$ cat config.mk
export PLATFORM = sky130hd
export DESIGN_NAME = sbc_ctrl
export DESIGN_NICKNAME = d
export VERILOG_FILES = /design/src/hdl/sbc_pkg.sv /design/src/hdl/sbc_store.sv /design/src/hdl/sbc_march.sv /design/src/hdl/sbc_ctrl.sv
export SDC_FILE = /design/constraint.sdc
export NUM_CORES = 1
export LEC_CHECK = 0
export ABC_AREA = 1
export ABC_CLOCK_PERIOD_IN_PS = 4300
export BUFFER_PORTS_ARGS = -buffer_cell sky130_fd_sc_hd__buf_2
export CAP_MARGIN = 10
export CORE_MARGIN = 2
export CORE_UTILIZATION = 50
export DETAILED_ROUTE_END_ITERATION = 16
export GPL_TIMING_DRIVEN = 0
export PLACE_DENSITY = 0.72
export SLEW_MARGIN = 20
export SYNTH_ARGS = -nofsm -noshare
export SYNTH_HDL_FRONTEND = slang
export SYNTH_SLANG_ARGS = --single-unit
$ cat constraint.sdc
create_clock -name i_sys_clk -period 4.3 [get_ports i_sys_clk]
set_input_delay 0.215 -clock i_sys_clk [delete_from_list [all_inputs] [get_ports i_sys_clk]]
set_output_delay 0.215 -clock i_sys_clk [all_outputs]
set_load 0.01 [all_outputs]
$ cat src/hdl/sbc_pkg.sv
// constants and carriers for soft reset and memory self-test control
package sbc_pkg;

    // ------------------------------------------------------------
    // register map of the parallel register interface
    // ------------------------------------------------------------
    localparam int ADDR_W = 8;
    localparam int DATA_W = 8;
    localparam logic [ADDR_W-1:0] OFS_CHIP_SOFT_RESET = 8'h01;
    localparam logic [ADDR_W-1:0] OFS_SELFTEST_CMD = 8'h02;
    localparam logic [ADDR_W-1:0] OFS_GLOBAL_IRQ = 8'h06;
    localparam logic [ADDR_W-1:0] OFS_IRQ_STATUS = 8'h07;
    localparam logic [ADDR_W-1:0] OFS_IRQ_MASK = 8'h08;

    // ------------------------------------------------------------
    // field positions
    // ------------------------------------------------------------
    localparam int BIT_SOFT_RESET = 0;
    localparam int BIT_RUN_SELFTEST = 7;
    localparam int BIT_SELFTEST_DONE = 6;
    localparam int BIT_SELFTEST_FAIL = 5;
    localparam int BIT_COMPLETE_EVENT = 1;
    localparam int BIT_EVENT_MASK = 1;
    localparam int BIT_GLOBAL_IRQ_EN = 0;

    // ------------------------------------------------------------
    // reset values and test patterns
    // ------------------------------------------------------------
    localparam logic RST_MASK = 1'b1;
    localparam logic RST_GIE = 1'b0;
    localparam logic [DATA_W-1:0] RST_RDATA = 8'h00;
    localparam logic [DATA_W-1:0] PAT_A = 8'h55;
    localparam logic [DATA_W-1:0] PAT_B = 8'hAA;

    // ------------------------------------------------------------
    // store geometry and run time
    // ------------------------------------------------------------
    localparam int STORE_AW = 8;
    localparam int STORE_DW = 8;
    localparam int TIMER_W = 32;
    localparam int RUN_TIME_MS = 2800;
    localparam int CLK_FREQ_KHZ = 25000;
    localparam int RUN_CYCLES_DFLT = RUN_TIME_MS * CLK_FREQ_KHZ;

    // march sequence phases
    typedef enum logic [2:0] {
        MARCH_IDLE,
        MARCH_W0,
        MARCH_R0,
        MARCH_W1,
        MARCH_R1,
        MARCH_DRAIN,
        MARCH_DONE
    } sbc_march_e;

    // one host bus request
    typedef struct packed {
        logic [ADDR_W-1:0] addr;
        logic [DATA_W-1:0] wdata;
        logic wr;
        logic rd;
    } sbc_bus_req_s;

    // control state of the top block
    typedef struct packed {
        logic soft_reset;
        logic run;
        logic running;
        logic done;
        logic fail;
        logic status_evt;
        logic mask;
        logic global_irq_enable;
        logic [TIMER_W-1:0] timer;
        logic [DATA_W-1:0] rdata;
        logic irq;
        logic evt_pulse;
    } sbc_ctrl_s;

    localparam sbc_ctrl_s CTRL_RESET = '{
        soft_reset: 1'b0, run: 1'b0, running: 1'b0, done: 1'b0, fail: 1'b0,
        status_evt: 1'b0, mask: RST_MASK, global_irq_enable: RST_GIE, timer: '0,
        rdata: RST_RDATA, irq: 1'b0, evt_pulse: 1'b0};

endpackage

$ cat src/hdl/sbc_store.sv
// one internal store with registered read data
`timescale 1ns/1ps
`default_nettype none
module sbc_store #(
    parameter int AW = 8,
    parameter int DW = 8
) (
    input wire logic i_sys_clk,
    input wire logic i_reset_n,
    input wire logic i_we,
    input wire logic [AW-1:0] i_addr,
    input wire logic [DW-1:0] i_wdata,
    output logic [DW-1:0] o_rdata
);
    // ------------------------------------------------------------
    // storage
    // ------------------------------------------------------------
    logic [DW-1:0] mem [0:(1<<AW)-1];
    typedef struct packed {
        logic [DW-1:0] rdata;
    } sbc_store_s;
    sbc_store_s r;
    sbc_store_s next_r;

    // read data always leaves through a register
    always_comb begin
        next_r = r;
        next_r.rdata = mem[i_addr];
    end

    // array has no reset: contents are undefined until written
    always_ff @(posedge i_sys_clk) begin
        if (i_we) begin
            mem[i_addr] <= i_wdata;
        end
        if (!i_reset_n) begin
            r <= '0;
        end else begin
            r <= next_r;
        end
    end

    assign o_rdata = r.rdata;
endmodule
`default_nettype wire

$ cat src/hdl/sbc_march.sv
// march test engine driving both stores in step
`timescale 1ns/1ps
`default_nettype none
module sbc_march import sbc_pkg::*; #(
    parameter int AW = 8,
    parameter int DW = 8
) (
    input wire logic i_sys_clk,
    input wire logic i_reset_n,
    input wire logic i_enable,
    input wire logic [DW-1:0] i_rdata_data,
    input wire logic [DW-1:0] i_rdata_conn,
    output logic o_we,
    output logic [AW-1:0] o_addr,
    output logic [DW-1:0] o_wdata,
    output logic o_finished,
    output logic o_fail
);
    typedef struct packed {
        sbc_march_e phase;
        logic [AW-1:0] addr;
        logic [1:0] check;
        logic [DW-1:0] expect_v;
        logic we;
        logic [DW-1:0] wdata;
        logic fail;
        logic finished;
    } sbc_march_s;

    localparam logic [AW-1:0] LAST_ADDR = '1;
    localparam sbc_march_s MARCH_RESET = '{phase: MARCH_IDLE, default: '0};
    sbc_march_s r;
    sbc_march_s next_r;

    // ------------------------------------------------------------
    // sequence: write A, read A, write B, read B, over all words
    // ------------------------------------------------------------
    always_comb begin
        next_r = r;
        next_r.we = 1'b0;
        next_r.check = {r.check[0], 1'b0};
        // read data lags the address by one edge
        if (r.check[1] && (i_rdata_data != r.expect_v || i_rdata_conn != r.expect_v)) begin
            next_r.fail = 1'b1;
        end
        case (r.phase)
            MARCH_IDLE: begin
                next_r.phase = MARCH_W0;
                next_r.addr = '0;
                next_r.we = 1'b1;
                next_r.wdata = PAT_A;
                next_r.fail = 1'b0;
            end
            MARCH_W0, MARCH_W1: begin
                if (r.addr == LAST_ADDR) begin
                    next_r.phase = (r.phase == MARCH_W0) ? MARCH_R0 : MARCH_R1;
                    next_r.addr = '0;
                    next_r.check[0] = 1'b1;
                    next_r.expect_v = r.wdata;
                end else begin
                    next_r.addr = r.addr + 1'b1;
                    next_r.we = 1'b1;
                end
            end
            MARCH_R0: begin
                if (r.addr == LAST_ADDR) begin
                    next_r.phase = MARCH_W1;
                    next_r.addr = '0;
                    next_r.we = 1'b1;
                    next_r.wdata = PAT_B;
                end else begin
                    next_r.addr = r.addr + 1'b1;
                    next_r.check[0] = 1'b1;
                end
            end
            MARCH_R1: begin
                if (r.addr == LAST_ADDR) begin
                    next_r.phase = MARCH_DRAIN;
                end else begin
                    next_r.addr = r.addr + 1'b1;
                    next_r.check[0] = 1'b1;
                end
            end
            MARCH_DRAIN: begin
                if (r.check == 2'b00) begin
                    next_r.phase = MARCH_DONE;
                    next_r.finished = 1'b1;
                end
            end
            MARCH_DONE: begin
                next_r.finished = 1'b1;
            end
            default: begin
                next_r = MARCH_RESET;
            end
        endcase
        // leaving the run drops the test at once
        if (!i_enable) begin
            next_r = MARCH_RESET;
        end
    end

    always_ff @(posedge i_sys_clk) begin
        if (!i_reset_n) begin
            r <= MARCH_RESET;
        end else begin
            r <= next_r;
        end
    end

    assign o_we = r.we;
    assign o_addr = r.addr;
    assign o_wdata = r.wdata;
    assign o_finished = r.finished;
    assign o_fail = r.fail;
endmodule
`default_nettype wire

$ cat src/hdl/sbc_ctrl.sv
// soft reset and memory self-test control with its registers
//
// Notes on behaviour
// - writing soft_reset 1 resets the chip
// - all other registers held at defaults
// - reset holds until soft_reset written 0
// - bus interface unaffected, write completes normally
// - unused bits always read zero
// - run_selftest 1 tests both stores
// - completion sets done and status event
// - event interrupt only when not masked
// - selftest_done readable at any time
// - done holds until run_selftest written 0
// - run lasts about 2.8 seconds
// - selftest_fail reports memory errors found
// - result valid once completion is signalled
// - test may overwrite store contents
// - interrupt also needs global_irq_enable set
`timescale 1ns/1ps
`default_nettype none
module sbc_ctrl import sbc_pkg::*; #(
    parameter int unsigned RUN_CYCLES = RUN_CYCLES_DFLT,
    parameter int AW = STORE_AW,
    parameter int DW = STORE_DW
) (
    input wire logic i_sys_clk,
    input wire logic i_reset_n,
    input wire sbc_bus_req_s i_bus,
    output logic [DATA_W-1:0] o_rdata,
    output logic o_chip_soft_reset,
    output logic o_irq,
    output logic o_selftest_complete_event,
    output logic o_selftest_busy
);
    // ------------------------------------------------------------
    // helpers
    // ------------------------------------------------------------
    function automatic logic hit(input logic [ADDR_W-1:0] a, input logic [ADDR_W-1:0] ofs);
        hit = (a == ofs);
    endfunction

    localparam logic [TIMER_W-1:0] TIMER_LAST = TIMER_W'(RUN_CYCLES - 1);

    sbc_ctrl_s r;
    sbc_ctrl_s next_r;
    logic eng_we;
    logic [AW-1:0] eng_addr;
    logic [DW-1:0] eng_wdata;
    logic [DW-1:0] data_rdata;
    logic [DW-1:0] conn_rdata;
    logic eng_finished;
    logic eng_fail;
    logic wr_soft;
    logic wr_cmd;

    assign wr_soft = i_bus.wr && hit(i_bus.addr, OFS_CHIP_SOFT_RESET);
    assign wr_cmd = i_bus.wr && hit(i_bus.addr, OFS_SELFTEST_CMD);

    // ------------------------------------------------------------
    // read mux
    // ------------------------------------------------------------
    function automatic logic [DATA_W-1:0] read_value(input logic [ADDR_W-1:0] a,
                                                      input sbc_ctrl_s s);
        logic [DATA_W-1:0] v;
        v = '0;
        if (hit(a, OFS_CHIP_SOFT_RESET)) begin
            v[BIT_SOFT_RESET] = s.soft_reset;
        end else if (hit(a, OFS_SELFTEST_CMD)) begin
            v[BIT_RUN_SELFTEST] = s.run;
            v[BIT_SELFTEST_DONE] = s.done;
            v[BIT_SELFTEST_FAIL] = s.fail;
        end else if (hit(a, OFS_GLOBAL_IRQ)) begin
            v[BIT_GLOBAL_IRQ_EN] = s.global_irq_enable;
        end else if (hit(a, OFS_IRQ_STATUS)) begin
            v[BIT_COMPLETE_EVENT] = s.status_evt;
        end else if (hit(a, OFS_IRQ_MASK)) begin
            v[BIT_EVENT_MASK] = s.mask;
        end
        read_value = v;
    endfunction

    // ------------------------------------------------------------
    // next state
    // ------------------------------------------------------------
    always_comb begin
        next_r = r;
        next_r.evt_pulse = 1'b0;
        // held in soft reset: everything to defaults but the bus side
        if (r.soft_reset) begin
            next_r = CTRL_RESET;
            next_r.soft_reset = r.soft_reset;
            next_r.rdata = r.rdata;
        end else begin
            // run bit: a one while idle starts, a zero ends and clears done
            if (wr_cmd) begin
                if (i_bus.wdata[BIT_RUN_SELFTEST] && !r.run) begin
                    next_r.run = 1'b1;
                    next_r.running = 1'b1;
                    next_r.timer = '0;
                    next_r.fail = 1'b0;
                end else if (!i_bus.wdata[BIT_RUN_SELFTEST]) begin
                    next_r.run = 1'b0;
                    next_r.running = 1'b0;
                    next_r.done = 1'b0;
                end
            end
            if (i_bus.wr && hit(i_bus.addr, OFS_GLOBAL_IRQ)) begin
                next_r.global_irq_enable = i_bus.wdata[BIT_GLOBAL_IRQ_EN];
            end
            if (i_bus.wr && hit(i_bus.addr, OFS_IRQ_MASK)) begin
                next_r.mask = i_bus.wdata[BIT_EVENT_MASK];
            end
            // status bit is write-one-to-clear
            if (i_bus.wr && hit(i_bus.addr, OFS_IRQ_STATUS) &&
                i_bus.wdata[BIT_COMPLETE_EVENT]) begin
                next_r.status_evt = 1'b0;
            end
            // run clock counts wall time, saturating at the end
            if (r.running && r.timer != TIMER_LAST) begin
                next_r.timer = r.timer + 1'b1;
            end
            // completion needs both the full time and a finished march;
            // placed last so a set beats a clear in the same cycle
            if (r.running && r.timer == TIMER_LAST && eng_finished &&
                !(wr_cmd && !i_bus.wdata[BIT_RUN_SELFTEST])) begin
                next_r.running = 1'b0;
                next_r.done = 1'b1;
                next_r.fail = eng_fail;
                next_r.status_evt = 1'b1;
                next_r.evt_pulse = 1'b1;
            end else if (r.running && r.timer == TIMER_LAST && eng_finished) begin
                next_r.done = 1'b1;
                next_r.fail = eng_fail;
                next_r.status_evt = 1'b1;
                next_r.evt_pulse = 1'b1;
            end
        end
        // soft reset bit is never reset by itself and always writable
        if (wr_soft) begin
            next_r.soft_reset = i_bus.wdata[BIT_SOFT_RESET];
        end
        // reads answer from current state, reserved bits zero
        if (i_bus.rd) begin
            next_r.rdata = read_value(i_bus.addr, r);
        end
        // interrupt gated by the event mask and the global enable
        next_r.irq = r.global_irq_enable && !r.mask && r.status_evt && !r.soft_reset;
    end

    always_ff @(posedge i_sys_clk) begin
        if (!i_reset_n) begin
            r <= CTRL_RESET;
        end else begin
            r <= next_r;
        end
    end

    // ------------------------------------------------------------
    // engine and the two stores under test
    // ------------------------------------------------------------
    sbc_march #(
        .AW(AW),
        .DW(DW)
    ) u_march (
        .i_sys_clk(i_sys_clk),
        .i_reset_n(i_reset_n),
        .i_enable(r.running),
        .i_rdata_data(data_rdata),
        .i_rdata_conn(conn_rdata),
        .o_we(eng_we),
        .o_addr(eng_addr),
        .o_wdata(eng_wdata),
        .o_finished(eng_finished),
        .o_fail(eng_fail)
    );

    // data store stand-in
    sbc_store #(
        .AW(AW),
        .DW(DW)
    ) u_data_store (
        .i_sys_clk(i_sys_clk),
        .i_reset_n(i_reset_n),
        .i_we(eng_we),
        .i_addr(eng_addr),
        .i_wdata(eng_wdata),
        .o_rdata(data_rdata)
    );

    // connection store stand-in
    sbc_store #(
        .AW(AW),
        .DW(DW)
    ) u_conn_store (
        .i_sys_clk(i_sys_clk),
        .i_reset_n(i_reset_n),
        .i_we(eng_we),
        .i_addr(eng_addr),
        .i_wdata(eng_wdata),
        .o_rdata(conn_rdata)
    );

    // ------------------------------------------------------------
    // outputs, all straight from state flops
    // ------------------------------------------------------------
    assign o_rdata = r.rdata;
    assign o_chip_soft_reset = r.soft_reset;
    assign o_irq = r.irq;
    assign o_selftest_complete_event = r.evt_pulse;
    assign o_selftest_busy = r.running;
endmodule
`default_nettype wire

==> flow_results.org, run 1 <==
** Floorplanning
- Number of ports placed on the die boundary :: 32
- Placement row count :: 84
- After floorplanning, the core was sized to cover 52800 sq um.
- Once the floorplan was initialized, standard cells occupied 50.9% of the core.
- The die is 236 um tall.
- Die Outline Area :: 55500 sq um
- The die is 236 um wide.

** Timing
- The number of slew-limit violations in the final report came to 0.
- Highest clock rate :: 287 MHz
- Ratio of final minimum period to clock period :: 81.0%
- Setup repair after global routing left no endpoint under its margin.
- Final critical-path setup slack :: 0.816 ns
- The clock period could shrink to 3.48 ns.
- Endpoints failing hold :: 0
- The worst pin sits at a relative slew slack of 18.1%.
- At the pin with the least slew margin, the transition time is 1.23 ns.
- Final setup vio count :: 0
- Summed over all failing endpoints, the final setup total negative slack is 0 ns.
- Setup clock skew after layout :: 0.0353 ns

** Global route
- Initial antenna violation count :: 3
- Summed over all layers, the global routing overflow is 0.
- The number of global-route vias before repair was 20228.
- Global-route wire length before repair :: 121 mm
- Entering global routing, the biggest net connects 80 pins.
- All-Layer GR Usage :: 29.1%

** Worst setup path
- For this run, the slowest stage of the critical path takes 0.94 ns.
- In this run the critical register-to-register path is captured at u_data_store.mem[157][6].
- CP Capture Type :: flop
- Launch instance of the worst register-to-register path :: u_march.o_addr[1]
- Maximum fanout along the worst path :: 11
- Traced cell by cell, the critical path runs through buf_2 -> inv_2 -> buf_4 -> buf_2 -> ha_1 -> inv_1 -> nor2_1 -> nand2_1 -> clkbuf_1 -> nor2_1.
- Kind of critical path :: reg -> reg
- Arrival time worst endpoint :: 3.82 ns
- Critical path launch point type :: flop
- Cell type of the slowest stage on the worst timing path :: sky130_fd_sc_hd__clkbuf_1
- Setup slack on the worst flop-to-flop path :: 0.82 ns
- STA puts the critical path data required time at 4.64 ns.
- Counting cells, the worst reg-to-reg path comes to 10.

** Clock tree
- Worst-case clock buffer depth :: 3
- TritonCTS built the clock tree.
- Number of gates resized after cts :: 0
- Clock root buffer :: sky130_fd_sc_hd__clkbuf_16
- Number of clock sinks :: 581
- Clock buffer count from CTS :: 60
- Clock-pin slew was measured on the worst setup and hold paths at 0.06 ns.
- At the later pin of the worst-skew pair, clock insertion delay measures 0.64 ns.
- CTS built an H-tree with a depth of 2.

** Place
- Hpwl dp :: 55.8 mm
- Place WS :: 0.945 ns
- At the end of routability-driven placement, the weighted congestion stood at 0.978.
- Summing all placed instances gives a cell area of 28000 sq um.
- Port Buffer Count :: 23

** Status
- Result of the run :: finished clean

** Detailed routing
- For this run, design rule violations remaining after detail routing come to 0.
- The final layout contains routed wiring with a total length of 82.0 mm.
- The final route contains 21587 vias.
- In the final routed layout, each cell accounts on average for 21.2 um.
- After detailed routing, the number of vias per cell comes to 5.59.
- After the first detailed-routing iteration, the DRC count stood at 3172.
- Before antenna repair, the detailed router went through 9 iterations.
- In this run the remaining antenna-violating nets after routing total 0.

** Layout
- Cells fill 56.9% of the core in the end.
- The repair_antennas step left the layout with diodes totalling 0.
- Non-Filler Cell Area, Final :: 30000 sq um
- Fraction of layout instances using a drive strength above 1 :: 7.71%
- Compared with the post-synthesis result, the final layout area differs by 11.8%.
- After the last flow step, the layout net total stands at 3154.

** Yosys
- Register area share after synthesis :: 62.4%
- Average cell area after synthesis :: 8.88 sq um
- Counting flops and latches in the post-synthesis netlist gives 581.
- The synthesized netlist contains 44 unique library cells.
- Combined area of all synthesized cells :: 26800 sq um
- Main synth FF type :: sky130_fd_sc_hd__edfxtp_1
- Fraction of synthesized cell area taken by the top area cell type :: 57.3%
- Async SR Flop Fraction :: 0%
- In this run, synthesis inferred 512 flip-flops with an integrated enable.
- Count of warnings emitted by yosys :: 0
- Number of cells produced by synthesis :: 3022
- Cell taking the most area after synthesis :: sky130_fd_sc_hd__edfxtp_1
- By area the synthesized netlist is led by sky130_fd_sc_hd__edfxtp_1 (57%), sky130_fd_sc_hd__nand2_1 (15%), sky130_fd_sc_hd__nor2_1 (6.6%).

** Power
- For this design the ratio of total power to cell area is 372 nW/um^2.
- For this design the static power due to leakage is 11.9 nW.
- Across the VDD grid, the largest voltage drop is 0.346 mV.
- Overall power consumption :: 11.2 mW

** Min path
- Hold path depth :: 4
- In this run the most critical hold path is launched from i_bus[10].
- Endpoint with the worst hold slack :: o_chip_soft_reset
- Worst hold-check path type :: in -> reg

** Flow run
- Max-cap violations :: 0
## state kept, by name, indices dropped and copies added (netlist names)
signal                     cells
u_march.o_we                   1
o_selftest_complete_event      1
u_march.r                      7
u_conn_store.mem               2
u_march.o_finished             1
o_irq                          1
u_march.o_wdata                2
u_data_store.o_rdata           2
r                             38
u_march.o_addr                 8
u_march.o_fail                 1
o_rdata                        5
o_selftest_busy                1
u_data_store.mem             510
o_chip_soft_reset              1
## final cells by class
| type | instances | area [sq um] |
|---|---|---|
| inverters | 311 | 1170 |
| clock inverters | 39 | 325 |
| multi-input cells | 1983 | 8210 |
| clock buffers | 73 | 1560 |
| flip-flops and latches | 581 | 16800 |
| plain buffers | 149 | 709 |
| fillers | 4608 | 22800 |
| repair buffers | 40 | 393 |
| well taps | 688 | 861 |
## cells by family (layout without fill, tap and decap cells)
group           count (synthesis)  after routing  synth area share, %
buf+inv                       460            612                 6.98
xor+xnor                        7              7                0.228
compound gates                171            171                 3.32
simple gates                 1794           1794                 26.6
fa+ha+maj                       8              8                0.373
other cells                     1              3               0.0140
flops                         581            581                 62.4
## routing by layer
metal	up-vias	track usage, %	share of wire (%)
li1	9888	-	-
met4	0	12.3	4.7
met1	10223	40.4	40
met3	224	4.94	11
met5	-	0	0
met2	1252	45.4	44
## how the worst max path moves through the flow
stage,start,to,slack (ns)
after CTS,u_march.o_addr[0],u_data_store.mem[188][6],0.94
after global placement,u_march.o_wdata[5],u_data_store.mem[93][5],-3.64
final,u_march.o_addr[1],u_data_store.mem[157][6],0.82
after floorplan,u_march.o_wdata[6],u_conn_store.mem[243][6],0.03
after global routing,u_march.o_addr[0],u_data_store.mem[238][6],0.82
after detailed placement,u_march.o_addr[0],u_data_store.mem[188][6],0.94
## timing repair
item,in CTS,in global routing
hold buffers,10,0
setup buffers,0,0
hold endpoints to repair,10,0
## cell usage after synthesis, types with 2 or more instances
| master | n |
|---|---|
| sky130_fd_sc_hd__and3_1 | 2 |
| sky130_fd_sc_hd__nor2_2 | 2 |
| sky130_fd_sc_hd__inv_1 | 297 |
| sky130_fd_sc_hd__buf_2 | 73 |
| sky130_fd_sc_hd__nand3_1 | 164 |
| sky130_fd_sc_hd__buf_6 | 2 |
| sky130_fd_sc_hd__xnor2_1 | 3 |
| sky130_fd_sc_hd__clkinv_1 | 2 |
| sky130_fd_sc_hd__a311oi_1 | 2 |
| sky130_fd_sc_hd__or2_2 | 6 |
| sky130_fd_sc_hd__buf_4 | 9 |
| sky130_fd_sc_hd__o21ai_1 | 29 |
| sky130_fd_sc_hd__nand2_2 | 9 |
| sky130_fd_sc_hd__ha_1 | 8 |
| sky130_fd_sc_hd__nor3_1 | 31 |
| sky130_fd_sc_hd__nor2_4 | 4 |
| sky130_fd_sc_hd__dfxtp_1 | 69 |
| sky130_fd_sc_hd__nand2_1 | 1071 |
| sky130_fd_sc_hd__nor4_1 | 9 |
| sky130_fd_sc_hd__buf_1 | 6 |
| sky130_fd_sc_hd__inv_2 | 11 |
| sky130_fd_sc_hd__clkbuf_1 | 59 |
| sky130_fd_sc_hd__nor2_1 | 475 |
| sky130_fd_sc_hd__nand4_1 | 14 |
| sky130_fd_sc_hd__o21ai_0 | 75 |
| sky130_fd_sc_hd__a211oi_1 | 2 |
| sky130_fd_sc_hd__o31ai_1 | 4 |
| sky130_fd_sc_hd__edfxtp_1 | 512 |
| sky130_fd_sc_hd__xor2_1 | 4 |
| sky130_fd_sc_hd__a21oi_1 | 54 |
## power by group
part	internal, mW	leakage [nW]	switching, mW	total [mW]
logic	0.0164	6.12	0.0245	0.0409
registers	6.04	4.91	0.000838	6.05
clock network	2.87	0.915	2.20	5.07
## layout by cell type, fill, tap and decap left out, types with 31 or more instances in the layout
master / netlist / routed
sky130_fd_sc_hd__nor2_1: 475 / 475
sky130_fd_sc_hd__nor3_1: 31 / 31
sky130_fd_sc_hd__a21oi_1: 54 / 54
sky130_fd_sc_hd__buf_2: 73 / 96
sky130_fd_sc_hd__clkbuf_16: 0 / 60
sky130_fd_sc_hd__clkbuf_1: 59 / 63
sky130_fd_sc_hd__inv_1: 297 / 297
sky130_fd_sc_hd__nand2_1: 1071 / 1071
sky130_fd_sc_hd__edfxtp_1: 512 / 512
sky130_fd_sc_hd__o21ai_0: 75 / 75
sky130_fd_sc_hd__nand3_1: 164 / 164
sky130_fd_sc_hd__dfxtp_1: 69 / 67
## stage by stage
step	cells	hold slack [ns]
4_1_cts	3864	0.0446
5_1_grt	3864	0.0817
2_1_floorplan	3024	0.357
3_5_place_dp	3742	0.434
3_3_place_gp	3735	0.425
6_report	3864	0.0745
## worst max-delay path: cells and delay by family (launching register included)
family,cells,cell delay (ns)
adder cells (fa/ha/maj),1,0.30
buffers and inverters,6,1.87
AND/OR/NAND/NOR,3,0.66
flip-flops,1,0.35
Power figures use the tool's default switching activity.
==> run 2: changes to the inputs <==
- ABC_CLOCK_PERIOD_IN_PS: 4300 -> 2900
- clock period: 4.3 -> 2.9 ns (I/O delays scaled with it)
==> flow_results.org, run 2 (synthesis gave the netlist of run 1 again) <==
** Status
- The run finished, with violations left.
- The checks that failed: setup timing.

** Worst setup path
- By instance count, the cell type seen most on the critical path is sky130_fd_sc_hd__nand2_1.
- Kind of critical path :: reg -> reg
- Measured in cells, the most critical reg-to-reg path has a length of 16.
- The worst setup path is captured at a flop.
- Arrival time worst endpoint :: 3.42 ns
- Cell type of the slowest stage on the worst timing path :: sky130_fd_sc_hd__buf_2
- In this run the worst path has a maximum fanout of 10.
- CP cell instances :: buf_4 -> buf_2 -> buf_2 -> nand2_1 -> nand3_1 -> nand2_1 -> nand2_1 -> nand2_1 -> nor2_1 -> nor2_1 -> nor2_1 -> nand2_1 -> nand2_1 -> nand2_1 -> nor2_2 -> nor2_1
- Critical path data required time :: 3.41 ns
- For this run, the slowest stage of the critical path takes 0.43 ns.
- The worst setup path is launched from a flop.

** Power
- Per report_power, the combinational group accounts for 0.4% of the total.
- Fraction of power spent switching nets :: 19.3%
- For this design the total switching power over the nets is 3.34 mW.
- The internal power of the cells totals 14.0 mW.
- Overall power consumption :: 17.3 mW
- Seq pwr share :: 51.8%
- Worst vdd ir :: 0.505 mV
- Clock Power Share :: 47.9%
- In this run the power density over the cells is 569 nW/um^2.
- For this design the static power due to leakage is 12.1 nW.

** Clock tree
- TritonCTS created 60 clock buffers.
- The tree is rooted in a sky130_fd_sc_hd__clkbuf_16.
- Worst skew pair latency :: 0.62 ns
- Worst-case clock buffer depth :: 3
- CTS built an H-tree with a depth of 2.
- The number of setup buffers added after CTS is 0.
- TritonCTS built the clock tree.
- Number of clock sinks :: 581
- After clock tree synthesis, the clock-pin slew on the worst setup and hold paths is 0.06 ns.

** Timing
- Final critical-path setup slack :: -0.0112 ns
- Final setup vio count :: 5
- For this run, the top clock speed supported by timing is 343 MHz.
- In this run the tightest slew margin relative to its limit is 25.4%.
- Setup repair after global routing could not meet its margin everywhere.
- The final count of hold timing violations came to 0.
- Across the routed clock network, the largest skew measured is 0.0184 ns.
- Slew of the pin with the lowest slew margin :: 1.12 ns
- The number of slew-limit violations in the final report came to 0.
- In the final timing run, aggregate negative setup slack is -0.0360 ns.
- The final critical path takes up 100% of the cycle.
- Minimum clock period :: 2.91 ns

** Floorplanning
- CORE AREA :: 52800 sq um
- Placement row count :: 84
- Once the floorplan was initialized, standard cells occupied 50.9% of the core.
- The die covers 55500 sq um.
- Overall die width :: 236 um
- Measured along the y axis, the die boundary spans 236 um.
- Number of ports placed on the die boundary :: 32

** Detailed routing
- The first TritonRoute pass finished after 6 iterations.
- The routed layout has 21690 vias.
- Once detail routing completed, the nets flagged for antenna violations numbered 0.
- DRC marker count from the first detailed-route iteration :: 3021
- Number of remaining DRC errors :: 0
- Detailed-route wire length :: 83.0 mm
- Final routed wire length divided by cell count :: 21.4 um
- In the routed layout, each cell is associated on average with a via count of 5.60.

** Layout
- Compared with the post-synthesis result, the final layout area differs by 13.4%.
- Fraction of layout instances using a drive strength above 1 :: 8.89%
- The library cells used most frequently in the layout, excluding fill and tap cells, are sky130_fd_sc_hd__nand2_1 (1067), sky130_fd_sc_hd__edfxtp_1 (512), sky130_fd_sc_hd__nor2_1 (471).
- Most flops, register :: u_data_store.mem
- The register with the most flip-flops in the layout has 510 of them.
- Most common cell after layout, fill and taps aside :: sky130_fd_sc_hd__nand2_1
- Fin nets :: 3160
- Once layout is complete, the cells apart from fillers number 3872.

** Global route
- Total grt overflow :: 0
- Global routing used 29.5% of the available tracks.
- Vias in the first global route :: 20415
- The first global-routing pass estimated 122 mm of wire.
- Entering global routing, the biggest net connects 77 pins.
- Initial antenna violation count :: 2

** Place
- Port Buffer Count :: 23
- After detailed placement, the design holds a cell count of 3742.
- Detailed placement finished with a half-perimeter wire length of 56.3 mm.
- Weighted congestion at the end of routability-driven global placement :: 0.951
- Place WS :: -0.654 ns

** Min path
- Worst hold-check path type :: in -> reg
- The worst hold path was traced through 6 stages.

** Flow run
- Max-cap violations :: 0
[run 2: final cells by class]
cell class / count / area [sq um]
Multi-Input combinational cell: 1983 / 8280
Buffer: 149 / 792
Clock inverter: 40 / 522
Antenna cell: 1 / 2.50
Sequential cell: 581 / 16800
Tap cell: 688 / 861
Inverter: 311 / 1170
Timing Repair Buffer: 46 / 438
Fill cell: 4513 / 22300
Clock buffer: 73 / 1600
[run 2: metal layers]
layer  part of all wire (%)  vias up  track usage [%]  wire [um]
li1                       -     9908                -          -
met1                     40    10255             41.2      33000
met2                     44     1307             45.7      36800
met3                     11      220             4.67       9360
met4                    4.7        0             13.1       3910
met5                      0        -                0          0
[run 2: what timing repair did]
action,in CTS,in global routing
hold endpoints to repair,16,0
gates resized for setup,35,16
hold buffers,16,0
endpoints found under the setup margin,269,222
[run 2: path summary, 6_finish.rpt]
path	slack, ns	start	end
hold reg to reg	0.43	u_march.r[19]	u_march.r[20]
hold / removal	0.04	i_bus[12]	o_rdata[5]
setup reg to reg	-0.01	u_march.o_addr[0]	u_data_store.o_rdata[6]
setup / recovery	-0.01	u_march.o_addr[0]	u_data_store.o_rdata[6]
[run 2: stage by stage]
stage | cell area (sq um) | hold slack, ns | utilization [%]
after global placement | 27800 | 0.427 | 52.7
final | 30400 | 0.0419 | 57.7
after floorplan | 26800 | 0.287 | -
after global routing | 30400 | 0.0810 | 57.7
after CTS | 30400 | 0.0173 | 57.6
after detailed placement | 28000 | 0.433 | 53.1
[run 2: critical path, delay by kind of cell, from the launching register on]
| family | cells | cell delay [ns] |
|---|---|---|
| and+or+nand+nor | 13 | 1.45 |
| buffers and inverters | 3 | 0.94 |
| DFF | 1 | 0.38 |
[run 2: power groups by stage]
stage,Sequential (mW),Clock (mW),Combinational [mW]
3_3_place_gp,9.15,0,0.0489
3_5_place_dp,9.14,0,0.0517
4_1_cts,8.96,8.31,0.0627
2_1_floorplan,9.14,0,0.0270
5_1_grt,8.96,8.62,0.0706
6_report,8.96,8.29,0.0644
